<file path="config.mk">
export PLATFORM = sky130hd
export DESIGN_NAME = spimsb_port
export DESIGN_NICKNAME = d
export VERILOG_FILES = /design/src/hw/spimsb_pkg.sv /design/src/hw/spimsb_port.sv
export SDC_FILE = /design/constraint.sdc
export NUM_CORES = 1
export LEC_CHECK = 0
export ABC_AREA = 1
export BUFFER_PORTS_ARGS = -buffer_cell sky130_fd_sc_hd__buf_2
export CAP_MARGIN = 5
export CORE_MARGIN = 3
export CORE_UTILIZATION = 60
export DETAILED_ROUTE_END_ITERATION = 10
export PLACE_DENSITY = 0.83
export REMOVE_ABC_BUFFERS = 1
export SYNTH_ARGS = -nofsm -noshare
export SYNTH_HDL_FRONTEND = slang
export SYNTH_SLANG_ARGS = --single-unit
</file>
<file path="constraint.sdc">
create_clock -name CLOCK -period 5.7 [get_ports CLOCK]
set_input_delay 0.855 -clock CLOCK [delete_from_list [all_inputs] [get_ports CLOCK]]
set_output_delay 0.855 -clock CLOCK [all_outputs]
set_load 0.005 [all_outputs]
</file>
<file path="src/hw/spimsb_pkg.sv">
// Constants for the byte-wide serial port: register indices, field
// positions, reset values and transfer counts.
// Assumes a 32-bit classic Wishbone register bus, one word per register.
package spimsb_pkg;

  // Register indices; byte address is four times the index.
  localparam logic [2:0] IDX_CTRL_ONE = 3'h0;
  localparam logic [2:0] IDX_CTRL_TWO = 3'h1;
  localparam logic [2:0] IDX_BAUD = 3'h2;
  localparam logic [2:0] IDX_STATUS = 3'h3;
  localparam logic [2:0] IDX_DATA = 3'h5;
  localparam logic [2:0] IDX_MATCH = 3'h7;

  // Control register one fields.
  localparam int C1_LSB_FIRST = 0;
  localparam int C1_SEL_OUT_EN = 1;
  localparam int C1_PHASE = 2;
  localparam int C1_POLARITY = 3;
  localparam int C1_MASTER = 4;
  localparam int C1_PORT_EN = 6;
  localparam int C1_IRQ_EN = 7;

  // Control register two fields.
  localparam int C2_SINGLE_WIRE = 0;
  localparam int C2_SW_OUT_DIR = 3;
  localparam int C2_FAULT_EN = 4;

  // Baud register fields.
  localparam int BR_RATE_LO = 0;
  localparam int BR_PRE_LO = 4;
  localparam logic [3:0] BR_RATE_MAX = 4'h8;

  // Status register fields.
  localparam int ST_FAULT = 4;
  localparam int ST_TX_EMPTY = 5;
  localparam int ST_MATCH = 6;
  localparam int ST_RX_FULL = 7;

  // Reset values.
  localparam logic [7:0] CTRL_ONE_RST = 8'h04;
  localparam logic [7:0] CTRL_TWO_RST = 8'h00;
  localparam logic [7:0] BAUD_RST = 8'h00;
  localparam logic [7:0] MATCH_RST = 8'h00;

  // Serial clock edges per byte.
  localparam logic [4:0] EDGES_PER_BYTE = 5'h10;

  typedef enum logic [1:0] {
    SPIMSB_IDLE,
    SPIMSB_LEAD,
    SPIMSB_CLOCKING,
    SPIMSB_TAIL
  } spimsb_state_e;

endpackage : spimsb_pkg

</file>
<file path="src/hw/spimsb_port.sv">
// Byte-wide serial port, master or slave, with Wishbone register slave.
// Assumes all pin inputs are asynchronous to CLOCK; they are synchronised
// here. Pin output enables are active low.
`timescale 1ns/10ps

module spimsb_port (
  input wire logic CLOCK,
  input wire logic RESET_N,
  input wire logic WB_CYC_I,
  input wire logic WB_STB_I,
  input wire logic WB_WE_I,
  input wire logic [4:0] WB_ADR_I,
  input wire logic [3:0] WB_SEL_I,
  input wire logic [31:0] WB_DAT_I,
  output logic [31:0] WB_DAT_O,
  output logic WB_ACK_O,
  output logic PORT_IRQ,
  input wire logic SEL_N_I,
  output logic SEL_N_O,
  output logic SEL_N_OE_N,
  input wire logic SCK_I,
  output logic SCK_O,
  output logic SCK_OE_N,
  input wire logic MOSI_I,
  output logic MOSI_O,
  output logic MOSI_OE_N,
  input wire logic MISO_I,
  output logic MISO_O,
  output logic MISO_OE_N
);

  ////////////////////////////////////////////////////////////////////////////
  // Declarations.

  logic [7:0] ctrl_one_q;
  logic [7:0] ctrl_two_q;
  logic [7:0] baud_q;
  logic [7:0] match_q;
  logic [7:0] tx_buf_q;
  logic tx_full_q;
  logic [7:0] rx_buf_q;
  logic rx_full_q;
  logic match_flag_q;
  logic fault_flag_q;
  logic fault_armed_q;
  logic tx_armed_q;
  logic ack_q;
  logic [31:0] rdat_q;
  logic [1:0] sel_sync_q;
  logic [1:0] sck_sync_q;
  logic [1:0] mosi_sync_q;
  logic [1:0] miso_sync_q;
  logic sck_prev_q;
  spimsb_pkg::spimsb_state_e state_q;
  logic [7:0] sh_q;
  logic sh_full_q;
  logic latch_q;
  logic [4:0] edge_q;
  logic [11:0] div_q;
  logic sck_lvl_q;
  logic [15:0] cfg_q;

  logic port_en;
  logic master;
  logic phase;
  logic lsb_first;
  logic single_wire;
  logic sw_out;
  logic fault_en;
  logic sel_out_en;
  logic acc;
  logic wr;
  logic rd;
  logic wr_data;
  logic wr_c1;
  logic [11:0] half;
  logic tick;
  logic sel_low;
  logic slave_edge;
  logic ev;
  logic [4:0] edge_n;
  logic odd;
  logic sample_ev;
  logic shift_ev;
  logic done;
  logic din;
  logic dout;
  logic [7:0] sh_next;
  logic fault;
  logic cfg_change;
  logic abort;
  logic load;
  logic [15:0] cfg;

  ////////////////////////////////////////////////////////////////////////////
  // Helpers.

  // Shift one bit into the shifter at the end chosen by bit order.
  function automatic logic [7:0] shift_in(input logic [7:0] s,
                                          input logic b,
                                          input logic lsbf);
    shift_in = lsbf ? {b, s[7:1]} : {s[6:0], b};
  endfunction : shift_in

  // Half a serial clock period in bus clocks.
  function automatic logic [11:0] half_period(input logic [7:0] br);
    logic [3:0] r;
    logic [11:0] p;
    r = br[spimsb_pkg::BR_RATE_LO +: 4];
    p = {9'h000, br[spimsb_pkg::BR_PRE_LO +: 3]} + 12'h001;
    if (r > spimsb_pkg::BR_RATE_MAX) begin
      r = spimsb_pkg::BR_RATE_MAX;
    end
    half_period = p << r;
  endfunction : half_period

  ////////////////////////////////////////////////////////////////////////////
  // Control decode.

  assign port_en = ctrl_one_q[spimsb_pkg::C1_PORT_EN];
  assign master = ctrl_one_q[spimsb_pkg::C1_MASTER];
  assign phase = ctrl_one_q[spimsb_pkg::C1_PHASE];
  assign lsb_first = ctrl_one_q[spimsb_pkg::C1_LSB_FIRST];
  assign sel_out_en = ctrl_one_q[spimsb_pkg::C1_SEL_OUT_EN];
  assign single_wire = ctrl_two_q[spimsb_pkg::C2_SINGLE_WIRE];
  assign sw_out = ctrl_two_q[spimsb_pkg::C2_SW_OUT_DIR];
  assign fault_en = ctrl_two_q[spimsb_pkg::C2_FAULT_EN];
  assign half = half_period(baud_q);

  ////////////////////////////////////////////////////////////////////////////
  // Wishbone slave: one wait state, ack for one cycle.

  assign acc = WB_CYC_I & WB_STB_I & ack_q;
  assign wr = acc & WB_WE_I & WB_SEL_I[0];
  assign rd = acc & ~WB_WE_I;
  assign wr_data = wr & (WB_ADR_I[4:2] == spimsb_pkg::IDX_DATA);
  assign wr_c1 = wr & (WB_ADR_I[4:2] == spimsb_pkg::IDX_CTRL_ONE);
  assign WB_ACK_O = ack_q;
  assign WB_DAT_O = rdat_q;

  always_ff @(posedge CLOCK or negedge RESET_N) begin
    if (!RESET_N) begin
      ack_q <= 1'b0;
    end else begin
      ack_q <= WB_CYC_I & WB_STB_I & ~ack_q;
    end
  end

  always_ff @(posedge CLOCK or negedge RESET_N) begin
    if (!RESET_N) begin
      rdat_q <= 32'h0000_0000;
    end else begin
      unique case (WB_ADR_I[4:2])
        spimsb_pkg::IDX_CTRL_ONE: rdat_q <= {24'h000000, ctrl_one_q};
        spimsb_pkg::IDX_CTRL_TWO: rdat_q <= {24'h000000, ctrl_two_q};
        spimsb_pkg::IDX_BAUD: rdat_q <= {24'h000000, baud_q};
        spimsb_pkg::IDX_STATUS: begin
          rdat_q <= {24'h000000, rx_full_q, match_flag_q, ~tx_full_q,
                     fault_flag_q, 4'h0};
        end
        spimsb_pkg::IDX_DATA: rdat_q <= {24'h000000, rx_buf_q};
        spimsb_pkg::IDX_MATCH: rdat_q <= {24'h000000, match_q};
        default: rdat_q <= 32'h0000_0000;
      endcase
    end
  end

  ////////////////////////////////////////////////////////////////////////////
  // Control registers.

  always_ff @(posedge CLOCK or negedge RESET_N) begin
    if (!RESET_N) begin
      ctrl_one_q <= spimsb_pkg::CTRL_ONE_RST;
    end else if (fault) begin
      ctrl_one_q[spimsb_pkg::C1_MASTER] <= 1'b0;
    end else if (wr_c1) begin
      ctrl_one_q <= WB_DAT_I[7:0];
    end
  end

  always_ff @(posedge CLOCK or negedge RESET_N) begin
    if (!RESET_N) begin
      ctrl_two_q <= spimsb_pkg::CTRL_TWO_RST;
      baud_q <= spimsb_pkg::BAUD_RST;
      match_q <= spimsb_pkg::MATCH_RST;
    end else if (wr) begin
      if (WB_ADR_I[4:2] == spimsb_pkg::IDX_CTRL_TWO) begin
        ctrl_two_q <= WB_DAT_I[7:0];
      end
      if (WB_ADR_I[4:2] == spimsb_pkg::IDX_BAUD) begin
        baud_q <= WB_DAT_I[7:0];
      end
      if (WB_ADR_I[4:2] == spimsb_pkg::IDX_MATCH) begin
        match_q <= WB_DAT_I[7:0];
      end
    end
  end

  ////////////////////////////////////////////////////////////////////////////
  // Transmit buffer and its write permission.

  always_ff @(posedge CLOCK or negedge RESET_N) begin
    if (!RESET_N) begin
      tx_armed_q <= 1'b0;
    end else if (wr_data) begin
      tx_armed_q <= 1'b0;
    end else if (rd && WB_ADR_I[4:2] == spimsb_pkg::IDX_STATUS) begin
      tx_armed_q <= ~tx_full_q;
    end
  end

  always_ff @(posedge CLOCK or negedge RESET_N) begin
    if (!RESET_N) begin
      tx_buf_q <= 8'h00;
      tx_full_q <= 1'b0;
    end else if (wr_data && tx_armed_q && !tx_full_q) begin
      tx_buf_q <= WB_DAT_I[7:0];
      tx_full_q <= 1'b1;
    end else if (load || (done && !abort)) begin
      tx_full_q <= 1'b0;
    end
  end

  ////////////////////////////////////////////////////////////////////////////
  // Receive buffer and flags; a hardware set wins over a clear.

  always_ff @(posedge CLOCK or negedge RESET_N) begin
    if (!RESET_N) begin
      rx_buf_q <= 8'h00;
      rx_full_q <= 1'b0;
      match_flag_q <= 1'b0;
    end else begin
      if (done && !rx_full_q) begin
        rx_buf_q <= sh_next;
        rx_full_q <= 1'b1;
      end else if (rd && WB_ADR_I[4:2] == spimsb_pkg::IDX_DATA) begin
        rx_full_q <= 1'b0;
      end
      if (done && !rx_full_q && sh_next == match_q) begin
        match_flag_q <= 1'b1;
      end else if (wr && WB_ADR_I[4:2] == spimsb_pkg::IDX_STATUS &&
                   WB_DAT_I[spimsb_pkg::ST_MATCH]) begin
        match_flag_q <= 1'b0;
      end
    end
  end

  always_ff @(posedge CLOCK or negedge RESET_N) begin
    if (!RESET_N) begin
      fault_flag_q <= 1'b0;
      fault_armed_q <= 1'b0;
    end else if (fault) begin
      fault_flag_q <= 1'b1;
      fault_armed_q <= 1'b0;
    end else if (wr_c1 && fault_armed_q) begin
      fault_flag_q <= 1'b0;
      fault_armed_q <= 1'b0;
    end else if (rd && WB_ADR_I[4:2] == spimsb_pkg::IDX_STATUS &&
                 fault_flag_q) begin
      fault_armed_q <= 1'b1;
    end
  end

  assign PORT_IRQ = fault_flag_q & ctrl_one_q[spimsb_pkg::C1_IRQ_EN];

  ////////////////////////////////////////////////////////////////////////////
  // Pin synchronisers.

  always_ff @(posedge CLOCK or negedge RESET_N) begin
    if (!RESET_N) begin
      sel_sync_q <= 2'h3;
      sck_sync_q <= 2'h0;
      mosi_sync_q <= 2'h0;
      miso_sync_q <= 2'h0;
      sck_prev_q <= 1'b0;
    end else begin
      sel_sync_q <= {sel_sync_q[0], SEL_N_I};
      sck_sync_q <= {sck_sync_q[0], SCK_I};
      mosi_sync_q <= {mosi_sync_q[0], MOSI_I};
      miso_sync_q <= {miso_sync_q[0], MISO_I};
      sck_prev_q <= sck_sync_q[1];
    end
  end

  assign sel_low = ~sel_sync_q[1];
  assign fault = port_en & master & fault_en & ~sel_out_en & sel_low;

  ////////////////////////////////////////////////////////////////////////////
  // Engine events.

  assign cfg = {ctrl_one_q[spimsb_pkg::C1_POLARITY], phase, sel_out_en,
                lsb_first, fault_en, single_wire, single_wire & sw_out,
                baud_q, 1'b0};
  assign cfg_change = master & (cfg != cfg_q);
  assign abort = ~port_en | fault | cfg_change |
                 (~master & state_q != spimsb_pkg::SPIMSB_IDLE & ~sel_low);
  assign tick = (div_q == half - 12'h001);
  assign slave_edge = ~master & sel_low &
                      (sck_sync_q[1] != sck_prev_q);
  assign ev = master ? (tick & (state_q == spimsb_pkg::SPIMSB_LEAD |
                                state_q == spimsb_pkg::SPIMSB_CLOCKING))
                     : ((state_q == spimsb_pkg::SPIMSB_CLOCKING) & slave_edge);
  assign edge_n = edge_q + 5'h01;
  assign odd = edge_n[0];
  assign sample_ev = ev & (phase ? ~odd : odd);
  assign shift_ev = ev & (phase ? (odd & edge_n != 5'h01) : ~odd);
  assign done = ev & (edge_n == spimsb_pkg::EDGES_PER_BYTE);
  assign din = master ? (single_wire ? mosi_sync_q[1] : miso_sync_q[1])
                      : (single_wire ? miso_sync_q[1] : mosi_sync_q[1]);
  // With phase set the eighth bit is taken straight from the pin.
  assign sh_next = shift_in(sh_q, (phase && done) ? din : latch_q,
                            lsb_first);
  assign dout = lsb_first ? sh_q[0] : sh_q[7];
  assign load = tx_full_q & ~sh_full_q &
                (state_q == spimsb_pkg::SPIMSB_IDLE);

  always_ff @(posedge CLOCK or negedge RESET_N) begin
    if (!RESET_N) begin
      cfg_q <= 16'h0000;
    end else begin
      cfg_q <= cfg;
    end
  end

  ////////////////////////////////////////////////////////////////////////////
  // Transfer state.

  always_ff @(posedge CLOCK or negedge RESET_N) begin
    if (!RESET_N) begin
      state_q <= spimsb_pkg::SPIMSB_IDLE;
    end else if (abort) begin
      state_q <= spimsb_pkg::SPIMSB_IDLE;
    end else begin
      unique case (state_q)
        spimsb_pkg::SPIMSB_IDLE: begin
          if (master && sh_full_q) begin
            state_q <= spimsb_pkg::SPIMSB_LEAD;
          end else if (!master && sel_low) begin
            state_q <= spimsb_pkg::SPIMSB_CLOCKING;
          end
        end
        spimsb_pkg::SPIMSB_LEAD: begin
          if (tick) begin
            state_q <= spimsb_pkg::SPIMSB_CLOCKING;
          end
        end
        spimsb_pkg::SPIMSB_CLOCKING: begin
          if (done && master) begin
            state_q <= spimsb_pkg::SPIMSB_TAIL;
          end
        end
        spimsb_pkg::SPIMSB_TAIL: begin
          if (tick) begin
            state_q <= spimsb_pkg::SPIMSB_IDLE;
          end
        end
      endcase
    end
  end

  always_ff @(posedge CLOCK or negedge RESET_N) begin
    if (!RESET_N) begin
      div_q <= 12'h000;
    end else if (state_q == spimsb_pkg::SPIMSB_IDLE || abort || tick) begin
      div_q <= 12'h000;
    end else begin
      div_q <= div_q + 12'h001;
    end
  end

  always_ff @(posedge CLOCK or negedge RESET_N) begin
    if (!RESET_N) begin
      edge_q <= 5'h00;
      sck_lvl_q <= 1'b0;
    end else if (abort || done ||
                 (state_q != spimsb_pkg::SPIMSB_CLOCKING && !ev)) begin
      edge_q <= 5'h00;
      sck_lvl_q <= 1'b0;
    end else if (ev) begin
      edge_q <= edge_n;
      sck_lvl_q <= ~sck_lvl_q;
    end
  end

  ////////////////////////////////////////////////////////////////////////////
  // Shifter.

  always_ff @(posedge CLOCK or negedge RESET_N) begin
    if (!RESET_N) begin
      latch_q <= 1'b0;
    end else if (sample_ev) begin
      latch_q <= din;
    end
  end

  always_ff @(posedge CLOCK or negedge RESET_N) begin
    if (!RESET_N) begin
      sh_q <= 8'h00;
      sh_full_q <= 1'b0;
    end else if (abort) begin
      sh_full_q <= 1'b0;
    end else if (load) begin
      sh_q <= tx_buf_q;
      sh_full_q <= 1'b1;
    end else if (done) begin
      sh_q <= tx_full_q ? tx_buf_q : sh_next;
      sh_full_q <= tx_full_q;
    end else if (shift_ev) begin
      sh_q <= sh_next;
    end
  end

  ////////////////////////////////////////////////////////////////////////////
  // Pins.

  always_comb begin
    SEL_N_O = 1'b1;
    SEL_N_OE_N = 1'b1;
    SCK_O = ctrl_one_q[spimsb_pkg::C1_POLARITY];
    SCK_OE_N = 1'b1;
    MOSI_O = dout;
    MOSI_OE_N = 1'b1;
    MISO_O = dout;
    MISO_OE_N = 1'b1;
    if (port_en && master) begin
      SCK_O = ctrl_one_q[spimsb_pkg::C1_POLARITY] ^ sck_lvl_q;
      SCK_OE_N = 1'b0;
      MOSI_OE_N = single_wire & ~sw_out;
      if (fault_en && sel_out_en) begin
        SEL_N_O = (state_q == spimsb_pkg::SPIMSB_IDLE);
        SEL_N_OE_N = 1'b0;
      end
    end else if (port_en && sel_low && !fault_flag_q) begin
      MISO_OE_N = single_wire & ~sw_out;
    end
  end

endmodule : spimsb_port

</file>
==> flow_metrics.py <==
metrics = {
    "status": {
        "status": "finished clean",
    },
    "grt": {
        "grt_max_degree": 71,
        "antenna_found_initial": 0,
        "grt_overflow_total": 0,
        "grt_pass1_vias": 5434,
        "grt_pass1_wl_um": 26900,
        "grtUsageTotal": 0.272,
    },
    "floorplan": {
        "start_util": 0.626,
        "num_rows": 37,
        "dieArea_um2": 12200,
        "dieHeight_um": 110,
        "coreArea_um2": 10500,
        "die_w_um": 110,
        "io_pins": 92,
    },
    "routing": {
        "first_pass_iters": 6,
        "drt_first_iter_violations": 516,
        "antenna_left": 0,
        "routed_wirelength_um": 15700,
        "viasPerCell": 5.62,
        "dr_total_vias": 5647,
        "wl_per_cell_um": 15.6,
        "post-route-drc-count": 0,
    },
    "clock_tree": {
        "cts_resized": 0,
        "cts.sinks": 117,
        "cts_tree": "yes",
        "cts_max_path_buffers": 2,
        "insertion_delay_ns": 0.53,
        "cts_setup_buffers": 0,
        "clockRootBuffer": "clkbuf_8",
        "htreeDepth": 4,
        "cts_buffers": 17,
        "ctsHoldBuffers": 0,
        "clkTransAtPathRegs_ns": 0.07,
    },
    "pwr": {
        "pwr-share-seq": 0.406,
        "peakVddDrop_v": 0.000291,
        "finalPower_mw": 2.17,
        "leakage_nw": 3.62,
        "p_switching_mw": 0.600,
        "pwr-share-clk": 0.486,
        "power.internal_mw": 1.57,
        "power_frac_comb": 0.108,
        "p_per_area_nw_per_um2": 296,
        "swShare": 0.276,
    },
    "timing": {
        "worst_pin_slew_ns": 1.12,
        "fin_tns_setup_ns": 0,
        "period_minus_slack_ns": 3.74,
        "rsz0062_at_grt": "no",
        "hold_violations": 0,
        "final.period_utilization": 0.656,
        "clock_skew_ns": 0.0113,
        "maxSlewHeadroom": 0.249,
        "setup_viol": 0,
        "max_clock_freq_mhz": 268,
        "drv_slew": 0,
    },
    "synth": {
        "synth-simple-area-share": 0.270,
        "syn_avg_cell_area_um2": 8.04,
        "synth_warnings": 0,
        "synthAdderAreaFrac": 0.0210,
        "synth-edff-count": 0,
        "syn_area_um2": 6550,
        "ys_seq_elements": 117,
        "synthArstFlopShare": 1.00,
        "synth_compound_area_frac": 0.123,
        "ys.flop_type": "dfrtp_1",
        "yosysUniqueCellTypes": 47,
        "synth.yosys.seq_area_share": 0.448,
        "muxShareOfSynthArea": 0,
        "netlist_instances": 814,
        "synth_top_family_by_area": "simple AND/OR/NAND/NOR gates",
        "synth_xor_area_frac": 0.0375,
    },
    "placed_design": {
        "hpwl_um": 11500,
        "post_dp_cell_area_um2": 6740,
        "io_buffers": 38,
        "gp_congestion": 0.913,
    },
    "finish": {
        "post-route-util": 0.700,
        "drive_gt1_frac": 0.148,
        "stdcell_area_um2": 7330,
        "fillers": 836,
        "area_delta_synth_final_pct": 11.9,
        "fin_nets": 917,
        "diodes": 0,
    },
    "critical_path": {
        "rrSetupSlack_ns": 1.96,
        "r2r_start": "baud_q[3]$_DFFE_PN0P_",
        "critical_path_class": "register to register",
        "critPathRequiredTime_ns": 6.16,
        "arrival_ns": 4.20,
        "worstSetupEndpointType": "register",
        "startpoint_type": "register",
        "reg2reg_to": "match_flag_q$_DFFE_PN0P_",
        "cp_max_fo": 17,
        "reg2reg_depth": 25,
        "worstSetupStartpoint": "baud_q[3]$_DFFE_PN0P_",
        "cp-endpoint": "match_flag_q$_DFFE_PN0P_",
    },
    "job": {
        "drv_cap": 0,
    },
    "min_path": {
        "hold_class": "register to register",
    },
}
## placed cells by master (no fill, tap or decap), drive strengths merged, types with 6 or more instances in the layout
master,n
nand2,220
dfrtp,114
inv,105
o21ai,80
nand3,68
nor2,62
buf,40
conb,24
a21oi,21
clkbuf,18
xor2,14
xnor2,14
nand4,13
ha,11
nor3,10
a22oi,9
o22ai,6
## critical path, cell delays in order, from the launching register on
cell and delay [ns]:
dfrtp_1 0.74, inv_6 0.09, nand2_4 0.14, nand2_2 0.10, nor2_4 0.13, nand2_2 0.11
ha_1 0.32, xor2_1 0.18, nand2_1 0.08, a21oi_1 0.11, nand2_1 0.10, nor2_2 0.11
nand2_1 0.05, nor2_1 0.08, nand3_1 0.09, nor2_2 0.13, nand3_2 0.10, nand2_4 0.16
nand2_4 0.10, inv_1 0.09, nand2_2 0.19, nor2_1 0.18, nand2_1 0.07, nor2_1 0.08
nand2_1 0.06, nand2_1 0.06
## metrics by stage
stage	hold WS, ns	std cells	setup slack (ns)
floorplan	0.331	797	2.61
global placement	0.336	973	2.18
detailed placement	0.338	973	2.04
CTS	0.352	1005	2.00
global route	0.353	1005	1.59
finish	0.350	1005	1.96
## logic make-up (layout without fill, tap and decap cells)
family                     count (synthesis)  after routing
other                                      1             24
AOI/OAI and AO/OA                        137            137
adders and majority gates                 11             11
and+or+nand+nor                          380            380
DFF                                      117            117
buffers and inverters                    140            172
xor gates and xnor gates                  28             28
## sequential cells by signal (all words and copies together), names as in the netlist, 5 cells and up
name / flops
WB_DAT_O: 8
edge_q: 5
ctrl_two_q: 8
ctrl_one_q: 8
rx_buf_q: 8
cfg_q: 15
tx_buf_q: 8
div_q: 12
sh_q: 8
match_q: 8
baud_q: 8
## power groups by stage
| stage | logic (mW) | clock network [mW] | registers, mW |
|---|---|---|---|
| 2_1_floorplan | 0.163 | 0 | 0.888 |
| 3_3_place_gp | 0.224 | 0 | 0.894 |
| 3_5_place_dp | 0.231 | 0 | 0.895 |
| 4_1_cts | 0.234 | 1.06 | 0.881 |
| 5_1_grt | 0.266 | 1.11 | 0.885 |
| 6_report | 0.235 | 1.05 | 0.882 |
## metal layers
metal	routed length, µm	vias to the layer above	GRT usage
met5	0	-	0
met4	387	0	0.108
met3	1130	41	0.0619
met2	7460	229	0.427
met1	6740	2666	0.368
li1	-	2711	-
## worst min path at each step
| stage | from | endpoint | slack, ns | cells past startpoint |
|---|---|---|---|---|
| finish | miso_sync_q[0]$_DFF_PN0_ | miso_sync_q[1]$_DFF_PN0_ | 0.35 | 0 |
| detailed placement | miso_sync_q[0]$_DFF_PN0_ | miso_sync_q[1]$_DFF_PN0_ | 0.34 | 0 |
| floorplan | miso_sync_q[0]$_DFF_PN0_ | miso_sync_q[1]$_DFF_PN0_ | 0.33 | 0 |
| global placement | mosi_sync_q[0]$_DFF_PN0_ | mosi_sync_q[1]$_DFF_PN0_ | 0.34 | 0 |
| CTS | miso_sync_q[0]$_DFF_PN0_ | miso_sync_q[1]$_DFF_PN0_ | 0.35 | 0 |
| global route | miso_sync_q[0]$_DFF_PN0_ | miso_sync_q[1]$_DFF_PN0_ | 0.35 | 0 |
## synth_stat cells (3+ instances only)
master / count / area share
o22ai_1: 6 / 0.0057
nand2_2: 6 / 0.0057
o21ai_0: 71 / 0.054
buf_4: 25 / 0.029
dfrtp_1: 114 / 0.44
nor2_1: 49 / 0.028
clkbuf_1: 10 / 0.0057
nand3_2: 12 / 0.018
buf_6: 3 / 0.0052
nor2_2: 6 / 0.0057
o21ai_1: 9 / 0.0069
inv_2: 10 / 0.0057
nor3b_1: 5 / 0.0057
inv_1: 86 / 0.049
nand2_4: 5 / 0.0086
o2111ai_1: 5 / 0.0067
a21oi_1: 18 / 0.014
a211oi_1: 3 / 0.0034
xor2_1: 14 / 0.019
dfstp_2: 3 / 0.012
nand3_1: 56 / 0.043
xnor2_1: 14 / 0.019
ha_1: 11 / 0.021
nand4_1: 12 / 0.011
nor3_1: 10 / 0.0076
nand2_1: 209 / 0.12
a22oi_1: 9 / 0.010
nor2_4: 7 / 0.012
## layout make-up
cell class,instances,area [µm²],share of cell area
Multi-Input combinational cell,580,3050,0.416
Sequential cell,117,2930,0.400
Clock buffer,18,418,0.0570
Inverter,100,387,0.0528
Timing Repair Buffer,40,208,0.0283
Tap cell,136,170,0.0232
Clock inverter,14,168,0.0229
(Power assumes the default switching activity.)
